`config.mk`:
```
export PLATFORM = sky130hd
export DESIGN_NAME = rcs_reset_ctrl
export DESIGN_NICKNAME = d
export VERILOG_FILES = /design/src/rcs_pkg.sv /design/src/rcs_reset_ctrl.sv
export SDC_FILE = /design/constraint.sdc
export NUM_CORES = 1
export LEC_CHECK = 0
export ABC_AREA = 1
export BUFFER_PORTS_ARGS = -buffer_cell sky130_fd_sc_hd__buf_4
export CAP_MARGIN = 15
export CORE_ASPECT_RATIO = 0.8
export CORE_MARGIN = 2
export CORE_UTILIZATION = 30
export CTS_CLUSTER_DIAMETER = 150
export DETAILED_ROUTE_END_ITERATION = 12
export PLACE_DENSITY_LB_ADDON = 0.08
export SYNTH_ARGS = -nofsm -noshare
export SYNTH_HDL_FRONTEND = slang
export SYNTH_SLANG_ARGS = --single-unit
```
`constraint.sdc`:
```
create_clock -name i_clk_sys -period 3.25 [get_ports i_clk_sys]
set_input_delay 0.4875 -clock i_clk_sys [delete_from_list [all_inputs] [get_ports i_clk_sys]]
set_output_delay 0.4875 -clock i_clk_sys [all_outputs]
set_load 0.02 [all_outputs]
```
`src/rcs_pkg.sv`:
```
// package for the reset cause and release timing block
package rcs_pkg;

  // timing clock and nominal delays
  localparam int unsigned CLK_MHZ          = 200;
  localparam int unsigned T_POR_US         = 10;
  localparam int unsigned T_STARTUP_REG_US = 20;
  localparam int unsigned T_STARTUP_OFF_MS = 64;
  localparam int unsigned T_RST_US         = 20;
  localparam int unsigned T_LOCK_US        = 20;
  localparam int unsigned T_CLOCK_FAIL_MONITOR_US        = 100;
  localparam int unsigned OST_PERIODS      = 1024;

  localparam int unsigned CNT_W = 24;
  localparam logic [23:0] POR_CYC     = 24'(T_POR_US * CLK_MHZ);
  localparam logic [23:0] START_CYC   = 24'(T_STARTUP_REG_US * CLK_MHZ);
  localparam logic [23:0] UNREG_CYC   = 24'(T_STARTUP_OFF_MS * 1000 * CLK_MHZ);
  localparam logic [23:0] RST_CYC     = 24'(T_RST_US * CLK_MHZ);
  localparam logic [23:0] CLOCK_FAIL_MONITOR_CYC    = 24'(T_CLOCK_FAIL_MONITOR_US * CLK_MHZ);
  localparam logic [11:0] LOCK_CYC    = 12'(T_LOCK_US * CLK_MHZ);
  localparam logic [9:0]  OST_LAST    = 10'(OST_PERIODS - 1);

  // apb byte offsets
  localparam logic [11:0] ADDR_STATUS = 12'h000;
  localparam logic [11:0] ADDR_CONFIG = 12'h004;
  localparam logic [11:0] ADDR_SEQ    = 12'h008;

  // reset_cause_status fields
  localparam int unsigned B_TRAP  = 15;
  localparam int unsigned B_ILL   = 14;
  localparam int unsigned B_VREG  = 8;
  localparam int unsigned B_PIN   = 7;
  localparam int unsigned B_SOFT  = 6;
  localparam int unsigned B_WDTEN = 5;
  localparam int unsigned B_WATCHDOG_TIMEOUT_FLAG  = 4;
  localparam int unsigned B_SLEEP = 3;
  localparam int unsigned B_IDLE  = 2;
  localparam int unsigned B_BOR   = 1;
  localparam int unsigned B_POR   = 0;
  localparam logic [15:0] STATUS_MASK  = 16'hC1FF;
  localparam logic [15:0] STATUS_RESET = 16'h0003;

  // config register: osc[6:4] fuse[3] mon[2] reg[1] clksw[0]
  localparam logic [6:0] CONFIG_RESET = 7'h0F;

  // oscillator source codes
  localparam logic [2:0] OSC_FRC    = 3'h0;
  localparam logic [2:0] OSC_FRCPLL = 3'h1;
  localparam logic [2:0] OSC_EC     = 3'h2;
  localparam logic [2:0] OSC_ECPLL  = 3'h3;
  localparam logic [2:0] OSC_XTHS   = 3'h4;
  localparam logic [2:0] OSC_XTPLL  = 3'h5;
  localparam logic [2:0] OSC_SECONDARY_OSC   = 3'h6;
  localparam logic [2:0] OSC_LOW_POWER_RC   = 3'h7;

  typedef enum logic [5:0] {
    ST_POR   = 6'h01,
    ST_START = 6'h02,
    ST_RST   = 6'h04,
    ST_MWAIT = 6'h08,
    ST_RUN   = 6'h10,
    ST_WAKE  = 6'h20
  } rcs_state_t;

  typedef struct packed {
    rcs_state_t  st;
    logic [23:0] cnt;
    logic [11:0] lock_cnt;
    logic        lock_done;
    logic [9:0]  ost_cnt;
    logic        ost_done;
    logic        full_rst;
    logic [2:0]  osc_sel;
    logic [15:0] status;
    logic [6:0]  cfg;
    logic        mon_active;
    logic        fail_sw;
    logic        trap;
    logic [31:0] prdata;
  } rcs_regs_t;

  function automatic logic is_pll(input logic [2:0] osc);
    return (osc == OSC_FRCPLL) || (osc == OSC_ECPLL) || (osc == OSC_XTPLL);
  endfunction

  function automatic logic is_xtal(input logic [2:0] osc);
    return (osc == OSC_XTHS) || (osc == OSC_XTPLL) || (osc == OSC_SECONDARY_OSC);
  endfunction

endpackage

```
`src/rcs_reset_ctrl.sv`:
```
// reset cause register, clock choice and reset release sequencer
// Operation
// - trap conflict sets bit 15, por/bor clear
// - illegal op reset sets bit 14
// - bits 13 to 9 read zero
// - bit 8 keeps regulator on in sleep
// - pin reset sets bit 7, por only clears
// - soft reset sets bit 6, por/bor clear
// - bit 5 or fuse enables watchdog
// - watchdog timeout sets bit 4
// - sleep sets bit 3, idle bit 2
// - bor bit on bor/por, por bit on por
// - software writes flags, never causes reset
// - clock source by reset type when switching
// - no switching: always configured initial source
// - hold system reset until delays expire
// - release delay sum depends on reset type
// - startup delay by regulator, also on wake
// - ten-bit start-up timer counts 1024 periods
// - lock and start-up waits run in parallel
// - monitor start delay for pll/crystal full resets
// - no execution before clock released
// - dead clock at monitor start: rc plus trap
// - por clears flags except por and bor; others set own
//
// The address map and the APB register port were left to the implementer.
`timescale 1ns/100ps
module rcs_reset_ctrl #(
  parameter logic [23:0] UNREG_CYC = rcs_pkg::UNREG_CYC,
  parameter logic [23:0] CLOCK_FAIL_MONITOR_CYC  = rcs_pkg::CLOCK_FAIL_MONITOR_CYC
) (
  input  wire logic        i_clk_sys,
  input  wire logic        i_reset,
  input  wire logic        i_psel,
  input  wire logic        i_penable,
  input  wire logic        i_pwrite,
  input  wire logic [11:0] i_paddr,
  input  wire logic [31:0] i_pwdata,
  input  wire logic [3:0]  i_pstrb,
  output logic      [31:0] o_prdata,
  output logic             o_pready,
  output logic             o_pslverr,
  input  wire logic        i_por_evt,
  input  wire logic        i_bor_evt,
  input  wire logic        i_pin_reset_evt,
  input  wire logic        i_soft_reset_evt,
  input  wire logic        i_wdt_timeout_evt,
  input  wire logic        i_trap_conflict_evt,
  input  wire logic        i_illegal_op_evt,
  input  wire logic        i_sleep_evt,
  input  wire logic        i_idle_evt,
  input  wire logic        i_wake_evt,
  input  wire logic [2:0]  i_current_osc_select,
  input  wire logic        i_osc_valid,
  input  wire logic        i_osc_tick,
  output logic             o_system_reset_signal,
  output logic             o_clock_released,
  output logic             o_run_enable,
  output logic [2:0]       o_osc_select,
  output logic             o_monitor_active,
  output logic             o_clock_fail_trap,
  output logic             o_watchdog_enable,
  output logic             o_regulator_sleep_keep
);

  localparam rcs_pkg::rcs_regs_t REGS_RESET = '{
    st:         rcs_pkg::ST_POR,
    cnt:        rcs_pkg::POR_CYC - 24'h0001,
    lock_cnt:   rcs_pkg::LOCK_CYC - 12'h001,
    lock_done:  !rcs_pkg::is_pll(rcs_pkg::CONFIG_RESET[6:4]),
    ost_cnt:    10'h000,
    ost_done:   !rcs_pkg::is_xtal(rcs_pkg::CONFIG_RESET[6:4]),
    full_rst:   1'b1,
    osc_sel:    rcs_pkg::CONFIG_RESET[6:4],
    status:     rcs_pkg::STATUS_RESET,
    cfg:        rcs_pkg::CONFIG_RESET,
    mon_active: 1'b0,
    fail_sw:    1'b0,
    trap:       1'b0,
    prdata:     32'h0000_0000
  };

  rcs_pkg::rcs_regs_t r_q;
  rcs_pkg::rcs_regs_t r_d;

  logic        setup;
  logic        access;
  logic        mapped;
  logic        wr;
  logic        por;
  logic        bor;
  logic        other;
  logic        clk_ready;
  logic        system_reset_signal;
  logic        mon_start;
  logic [2:0]  new_osc;
  logic [15:0] wmerge;
  logic [31:0] rdata;

  always_comb
  begin
    setup  = i_psel && !i_penable;
    access = i_psel && i_penable;
    mapped = (i_paddr == rcs_pkg::ADDR_STATUS) ||
             (i_paddr == rcs_pkg::ADDR_CONFIG) ||
             (i_paddr == rcs_pkg::ADDR_SEQ);
    wr     = access && i_pwrite && mapped;
    por    = i_por_evt;
    bor    = i_bor_evt && !por;
    other  = !por && !bor && (i_pin_reset_evt || i_soft_reset_evt ||
             i_wdt_timeout_evt || i_trap_conflict_evt || i_illegal_op_evt);
    clk_ready = r_q.lock_done && r_q.ost_done;
    system_reset_signal = (r_q.st == rcs_pkg::ST_POR) || (r_q.st == rcs_pkg::ST_START) ||
             (r_q.st == rcs_pkg::ST_RST);
    wmerge[15:8] = i_pstrb[1] ? i_pwdata[15:8] : r_q.status[15:8];
    wmerge[7:0]  = i_pstrb[0] ? i_pwdata[7:0] : r_q.status[7:0];
    // clock switching keeps the running source on warm resets
    if (r_q.cfg[0] && !por && !bor)
    begin
      new_osc = i_current_osc_select;
    end
    else
    begin
      new_osc = r_q.cfg[6:4];
    end
    rdata = 32'h0000_0000;
    case (i_paddr)
      rcs_pkg::ADDR_STATUS: rdata[15:0] = r_q.status & rcs_pkg::STATUS_MASK;
      rcs_pkg::ADDR_CONFIG: rdata[6:0] = r_q.cfg;
      rcs_pkg::ADDR_SEQ:
      begin
        rdata[0]   = system_reset_signal;
        rdata[1]   = clk_ready;
        rdata[2]   = o_run_enable;
        rdata[3]   = r_q.mon_active;
        rdata[4]   = r_q.fail_sw;
        rdata[7:5] = r_q.osc_sel;
        rdata[13:8] = r_q.st;
      end
      default: rdata = 32'h0000_0000;
    endcase
  end

  always_comb
  begin
    r_d       = r_q;
    r_d.trap  = 1'b0;
    mon_start = 1'b0;
    if (setup)
    begin
      r_d.prdata = rdata;
    end

    // status flags: write, then hardware clears, then sets win
    if (wr && (i_paddr == rcs_pkg::ADDR_STATUS))
    begin
      r_d.status = wmerge & rcs_pkg::STATUS_MASK;
    end
    if (wr && (i_paddr == rcs_pkg::ADDR_CONFIG))
    begin
      r_d.cfg = i_pwdata[6:0];
    end
    if (por)
    begin
      r_d.status = rcs_pkg::STATUS_RESET;
    end
    if (bor)
    begin
      r_d.status[rcs_pkg::B_TRAP]  = 1'b0;
      r_d.status[rcs_pkg::B_ILL]   = 1'b0;
      r_d.status[rcs_pkg::B_SOFT]  = 1'b0;
      r_d.status[rcs_pkg::B_WATCHDOG_TIMEOUT_FLAG]  = 1'b0;
      r_d.status[rcs_pkg::B_SLEEP] = 1'b0;
      r_d.status[rcs_pkg::B_IDLE]  = 1'b0;
      r_d.status[rcs_pkg::B_BOR]   = 1'b1;
    end
    if (i_sleep_evt || i_idle_evt)
    begin
      r_d.status[rcs_pkg::B_WATCHDOG_TIMEOUT_FLAG] = 1'b0;
    end
    if (!por)
    begin
      if (i_trap_conflict_evt)
      begin
        r_d.status[rcs_pkg::B_TRAP] = 1'b1;
      end
      if (i_illegal_op_evt)
      begin
        r_d.status[rcs_pkg::B_ILL] = 1'b1;
      end
      if (i_pin_reset_evt)
      begin
        r_d.status[rcs_pkg::B_PIN] = 1'b1;
      end
      if (i_soft_reset_evt)
      begin
        r_d.status[rcs_pkg::B_SOFT] = 1'b1;
      end
      if (i_wdt_timeout_evt)
      begin
        r_d.status[rcs_pkg::B_WATCHDOG_TIMEOUT_FLAG] = 1'b1;
      end
      if (i_sleep_evt)
      begin
        r_d.status[rcs_pkg::B_SLEEP] = 1'b1;
      end
      if (i_idle_evt)
      begin
        r_d.status[rcs_pkg::B_IDLE] = 1'b1;
      end
    end

    // oscillator waits run beside the reset delay
    if (!r_q.lock_done)
    begin
      if (r_q.lock_cnt == 12'h000)
      begin
        r_d.lock_done = 1'b1;
      end
      else
      begin
        r_d.lock_cnt = r_q.lock_cnt - 12'h001;
      end
    end
    if (!r_q.ost_done && i_osc_tick && i_osc_valid)
    begin
      r_d.ost_cnt = r_q.ost_cnt + 10'h001;
      if (r_q.ost_cnt == rcs_pkg::OST_LAST)
      begin
        r_d.ost_done = 1'b1;
      end
    end

    // release sequencer
    case (r_q.st)
      rcs_pkg::ST_POR:
      begin
        r_d.cnt = r_q.cnt - 24'h0001;
        if (r_q.cnt == 24'h0000)
        begin
          r_d.st  = rcs_pkg::ST_START;
          r_d.cnt = (r_q.cfg[1] ? rcs_pkg::START_CYC : UNREG_CYC) - 24'h0001;
        end
      end
      rcs_pkg::ST_START:
      begin
        r_d.cnt = r_q.cnt - 24'h0001;
        if (r_q.cnt == 24'h0000)
        begin
          r_d.st  = rcs_pkg::ST_RST;
          r_d.cnt = rcs_pkg::RST_CYC - 24'h0001;
        end
      end
      rcs_pkg::ST_RST:
      begin
        r_d.cnt = r_q.cnt - 24'h0001;
        if (r_q.cnt == 24'h0000)
        begin
          if (r_q.full_rst && (rcs_pkg::is_pll(r_q.osc_sel) ||
              rcs_pkg::is_xtal(r_q.osc_sel)))
          begin
            r_d.st  = rcs_pkg::ST_MWAIT;
            r_d.cnt = CLOCK_FAIL_MONITOR_CYC - 24'h0001;
          end
          else
          begin
            r_d.st    = rcs_pkg::ST_RUN;
            mon_start = 1'b1;
          end
        end
      end
      rcs_pkg::ST_MWAIT:
      begin
        r_d.cnt = r_q.cnt - 24'h0001;
        if (r_q.cnt == 24'h0000)
        begin
          r_d.st    = rcs_pkg::ST_RUN;
          mon_start = 1'b1;
        end
      end
      rcs_pkg::ST_RUN:
      begin
        // with the regulator off, waking costs no start-up delay
        if (i_wake_evt && r_q.cfg[1])
        begin
          r_d.st  = rcs_pkg::ST_WAKE;
          r_d.cnt = rcs_pkg::START_CYC - 24'h0001;
        end
      end
      rcs_pkg::ST_WAKE:
      begin
        r_d.cnt = r_q.cnt - 24'h0001;
        if (r_q.cnt == 24'h0000)
        begin
          r_d.st = rcs_pkg::ST_RUN;
        end
      end
      default:
      begin
        r_d.st  = rcs_pkg::ST_POR;
        r_d.cnt = rcs_pkg::POR_CYC - 24'h0001;
      end
    endcase

    // a dead clock at the start of monitoring falls back to rc
    if (mon_start && r_q.cfg[2])
    begin
      r_d.mon_active = 1'b1;
      if (!i_osc_valid)
      begin
        r_d.osc_sel = rcs_pkg::OSC_FRC;
        r_d.fail_sw = 1'b1;
        r_d.trap    = 1'b1;
      end
    end

    // any reset source restarts the sequence; status writes never do
    if (por || bor || other)
    begin
      r_d.full_rst   = por || bor;
      r_d.osc_sel    = new_osc;
      r_d.mon_active = 1'b0;
      r_d.fail_sw    = 1'b0;
      // a reset in the monitor start cycle cancels the trap, the source is replaced
      r_d.trap       = 1'b0;
      r_d.lock_cnt   = rcs_pkg::LOCK_CYC - 12'h001;
      r_d.lock_done  = !((por || bor) && rcs_pkg::is_pll(new_osc));
      r_d.ost_cnt    = 10'h000;
      r_d.ost_done   = !((por || bor) && rcs_pkg::is_xtal(new_osc));
      if (por)
      begin
        r_d.st  = rcs_pkg::ST_POR;
        r_d.cnt = rcs_pkg::POR_CYC - 24'h0001;
      end
      else if (bor)
      begin
        r_d.st  = rcs_pkg::ST_START;
        r_d.cnt = (r_q.cfg[1] ? rcs_pkg::START_CYC : UNREG_CYC) - 24'h0001;
      end
      else
      begin
        r_d.st  = rcs_pkg::ST_RST;
        r_d.cnt = rcs_pkg::RST_CYC - 24'h0001;
      end
    end
  end

  always_ff @(posedge i_clk_sys or posedge i_reset)
  begin
    if (i_reset)
    begin
      r_q <= REGS_RESET;
    end
    else
    begin
      r_q <= r_d;
    end
  end

  // zero-wait slave: every access completes in its first access cycle
  assign o_pready  = 1'b1;
  assign o_pslverr = access && !mapped;
  assign o_prdata  = r_q.prdata;

  assign o_system_reset_signal = system_reset_signal;
  assign o_clock_released      = clk_ready;
  assign o_run_enable = !system_reset_signal && clk_ready && (r_q.st != rcs_pkg::ST_WAKE);
  assign o_osc_select          = r_q.osc_sel;
  assign o_monitor_active      = r_q.mon_active;
  assign o_clock_fail_trap     = r_q.trap;
  // an unprogrammed fuse leaves the watchdog running regardless
  assign o_watchdog_enable = r_q.cfg[3] || r_q.status[rcs_pkg::B_WDTEN];
  assign o_regulator_sleep_keep = r_q.status[rcs_pkg::B_VREG];

endmodule

```
After elaboration in Yosys (flattened, before gate mapping)
Index checks and enable logic that the tools add are counted.
- bits in registers: 100
- bits of input ports: 68
- output and inout port bits: 44
- logic and storage cells: 168
- $add $sub $neg: 4
- equality and inequality tests: 28
- multiplexer cells: 48
- reductions and logical operators: 70
- operator list (cell ; number):
    $pmux 30 s5 ; 1
    $mux 30 ; 4
    $mux 58 ; 1
    $mux 27 ; 2
    $mux 24 ; 2
    $sub 24x1->24 const B ; 2
    $mux 16 ; 2
    $logic_not 12->1 ; 2
    $logic_not 24->1 ; 1
    $logic_and 1x1->1 ; 22
    $logic_or 1x1->1 ; 21
    $pmux 7 s3 ; 1
    $eq 3x3->1 const B ; 6
    $mux 3 ; 6
    $mux 8 ; 2
    $mux 1 ; 14
    $pmux 7 s2 ; 1
    $mux 13 ; 1
    $eq 12x3->1 const B ; 1
    $eq 12x4->1 const B ; 1
    $mux 12 ; 1
    $ne 3x1->1 const B ; 4
    $reduce_and 2->1 ; 6
    $reduce_bool 2->1 ; 6
    24 further kinds ; 40

Longest topological paths before layout
- depth after elaboration: 11
- depth in mapped cells: 12
- depth with buffers taken out: 12

Worst setup path after synthesis
Ideal clock, no wire load.
- path kind: flip-flop to output port
- start: register r_q[110] (netlist name)
- end: output port o_run_enable
- arrival time: 1325 ps
- required time: 2762 ps
- setup slack: 1437 ps
- cell stages (with the launch flop): 7
- buffers on the path: 0
- path through: dfstp_2 > nor2_1 > nand3_1 > nand2_2 > nor3b_1 > inv_1 > nor2_1
- longest elaborated chain between the ends: 6
- elaborated cells on any way between the ends: 9
- those cells by class: eq/ne (4); reduce/logical (5)
- ends and longest elaborated chain (element ; RTL line ; source):
    from (decl) ; rcs_reset_ctrl.sv:83 ; rcs_pkg::rcs_regs_t r_q;
    from (signal assigned) ; rcs_reset_ctrl.sv:356 ; r_q <= r_d;
    $eq 6x1->1 or $eq 6x2->1 (tied branches) ; rcs_reset_ctrl.sv:113 ; system_reset_signal = (r_q.st == rcs_pkg::ST_POR) || (r_q.st == rcs_pkg::ST_START) ||
    $logic_or 1x1->1 (2 in series) ; rcs_reset_ctrl.sv:113 ;
    $logic_not 1->1 ; rcs_reset_ctrl.sv:367 ; assign o_run_enable = !system_reset_signal && clk_ready && (r_q.st != rcs_pkg::ST_WAKE);
    $logic_and 1x1->1 ; rcs_reset_ctrl.sv:367 ;
    $logic_and 1x1->1 (*) ; rcs_reset_ctrl.sv:367 ;
    to (decl) ; rcs_reset_ctrl.sv:58 ; output logic o_run_enable,
Every way passes the cells marked *; elsewhere a longest branch is shown, timed or not.

Final worst setup path
Same ends and word-level chain as after synthesis.

==> metrics <==
nets 894; RSZ-0062 raised after global routing no; final wirelength 15700 µm; sequential cell area fraction in the yosys report 0.411; Met3 Wirelength 572 µm; post-CTS sizing 0; die area 0.0207 mm²; Rel. slew slack 0.561; Period minus WS final 2330 ps; Startpoint Class register; outcome completed; NetSw 0.000695 W; Root Buffer Master clkbuf_16; drt initial violations 350; Lkg Pwr 3.29 nW; CP Capture Type output pin; syn avg cell area 7.66 µm²; Clock Skew 12.0 ps; number of remaining DRC errors 0; clock latency on the worst-skew pair 360 ps; Synth area leader dfrtp_1; core area 0.0191 mm²; Max Cap Viol 0; clock power share 0.428; Cells after Synth 767; Slew @ Worst Pin 659 ps; combinational share of power 0.093; initial antenna violation count 0; Crit Path Category reg2out; Routed Antenna Nets 0; ANT cells 0; met2 WL 6860 µm; wl on met1 8180 µm; P&R area growth vs syn 16.2%; Cell Area, Synth 0.00587 mm²; register area 0.00241 mm²; largest net degree at the start of global routing 50; HPWL Detailed 12200 µm; highest metal used met4; GR Overflow Total 0; Yosys reg bits 95; CTS Buf Count 9; vias 4978; largest fanout on the critical path 4; CTS tree done; setup TNS 0 ps; number of max-slew violations in the final report 0; Yosys top cell area share 0.281; top cells by area, synth dfrtp_1 28%, dfstp_2 13%, nand2_1 9.9%; layout filler cell count 2033; share of layout cells above drive strength 1 0.228; GPL Wtd Cong 0.775; main flop type after synthesis dfrtp_1; Multi-input gate area 0.00278 mm²; number of flops mapped to enable cells by yosys 0; hold_buf cts 0; Post-CTS Setup Bufs 0; die height 129 µm; Ys Warns 0; first-pass GRT wire length 26100 µm; Rows 45; max frequency 429 MHz; GRT Total Usage 0.160; peak supply drop 0.000245 V; Final setup viols 0; vias in the first global route 4900; share of power burned in registers 0.479; H-tree depth 3; WL/cell 14.5 µm; Worst EP required 2760 ps; hold crit path type in2async; Die X 160 µm; period utilization 0.718; Power Internal 0.00185 W; sw frac 0.273; Fin. Hold Viols 0; Clock Pin Slew Worst Setup and Hold Paths 80 ps; Async SR Flop Fraction 1.00; PwrDens 373 mW/mm²; DP Worst Slack 944 ps; Via density 4.58; arrival time at the worst endpoint 1840 ps; final worst slack 918 ps; # IOs 112; IO Port Bufs 71; synth unique cells 48; CTS Buffer Depth 2; total clock sinks 95; Pre-Repair DR Iteration Count 5; Initial Util 0.308
-- stage by stage --
stage,util,cell area (µm²),std cells,total power (W),hold WS (ps)
2_1_floorplan,-,5930,782,0.00139,439
3_3_place_gp,0.342,6530,1070,0.00148,454
5_1_grt,0.358,6830,1086,0.00267,270
6_report,0.358,6830,1086,0.00254,232
3_5_place_dp,0.342,6530,1070,0.00148,451
4_1_cts,0.358,6830,1086,0.00259,259
-- sequential cells by signal, summed over array words and instances (netlist names) --
name / flops
r_q: 73
o_prdata: 16
o_regulator_sleep_keep: 1
o_clock_fail_trap: 1
o_osc_select: 3
o_monitor_active: 1
-- path summary, 6_finish.rpt --
| path | depth (start not counted) | slack, ps | from | endpoint |
|---|---|---|---|---|
| min in group i_clk_sys | 2 | 380 | i_pwdata[3] | r_q[38]$_DFFE_PP1P_ |
| worst max register to register | 9 | 1220 | r_q[86]$_DFFE_PP1P_ | o_osc_select[0]$_DFFE_PP0P_ |
| worst min-delay path | 2 | 230 | i_reset | r_q[80]$_DFFE_PP0P_ |
| max in group asynchronous | 3 | 2260 | i_reset | r_q[110]$_DFFE_PP1P_ |
| worst min register to register | 2 | 470 | r_q[61]$_DFFE_PP1N_ | r_q[61]$_DFFE_PP1N_ |
| worst max-delay path | 7 | 920 | r_q[110]$_DFFE_PP1P_ | o_run_enable |
-- layer usage --
metal,GRT usage,vias up
li1,-,2533
met1,0.230,2335
met2,0.248,101
met3,0.0314,9
met4,0.0397,0
met5,0,-
-- area by class of cell --
type | count | share of cell area
multi-input cells | 530 | 0.407
clock buffers | 10 | 0.0350
repair buffers | 78 | 0.0876
inverters | 109 | 0.0610
well taps | 258 | 0.0473
flip-flops and latches | 95 | 0.354
clock inverters | 6 | 0.00843
-- cells in the final DEF, fill, tap and decap left out, types with 15 or more instances in the layout --
cell and instances:
a21oi_1 33, buf_4 77, conb_1 17, dfrtp_1 66, dfstp_2 29, inv_1 100
nand2_1 155, nand3_1 51, nand4_1 15, nor2_1 80, nor2_2 22, o21ai_0 46
-- power groups by stage --
stage               clock network, W  logic (W)  registers [W]
detailed placement                 0   0.000240        0.00124
finish                       0.00109   0.000237        0.00122
global placement                   0   0.000239        0.00124
global route                 0.00118   0.000265        0.00122
floorplan                          0   0.000160        0.00123
CTS                          0.00113   0.000241        0.00122
-- Yosys cell counts, types with 2 or more instances --
library cell	n
nand2_1	155
inv_1	101
nor2_1	80
dfrtp_1	66
nand3_1	51
o21ai_0	46
buf_4	36
a21oi_1	33
dfstp_2	29
nor2_2	22
nand4_1	15
xor2_1	13
o22ai_1	12
nor3_1	11
nor2_4	7
o31ai_1	7
buf_2	6
clkbuf_1	6
nand2_2	6
inv_2	5
mux2_4	5
nand3_2	5
a31oi_1	4
nand2_4	4
nand3b_1	4
o211ai_1	4
o21ai_1	4
ha_1	3
o21a_1	3
and3_1	2
conb_1	2
inv_4	2
nor3_2	2
xnor2_1	2
-- logic make-up (layout without fill, tap and decap cells) --
| kind of cell | count (synthesis) | in the layout | share of synthesized area |
|---|---|---|---|
| mux | 5 | 5 | 0.0128 |
| other cells | 2 | 17 | 0.00128 |
| xor+xnor | 15 | 15 | 0.0224 |
| fa+ha+maj | 3 | 3 | 0.00639 |
| compound gates | 118 | 118 | 0.114 |
| flops | 95 | 95 | 0.411 |
| simple gates | 372 | 372 | 0.307 |
| buf+inv | 157 | 203 | 0.126 |
-- worst max-delay path: stages (launching register included) --
cell     delay (ps)
dfstp_2         580
nor2_1           60
nand3_1         180
nand2_2         140
nor3b_1         210
inv_1            80
nor2_1          100
buf_4           160
Power figures use the tool's default switching activity.
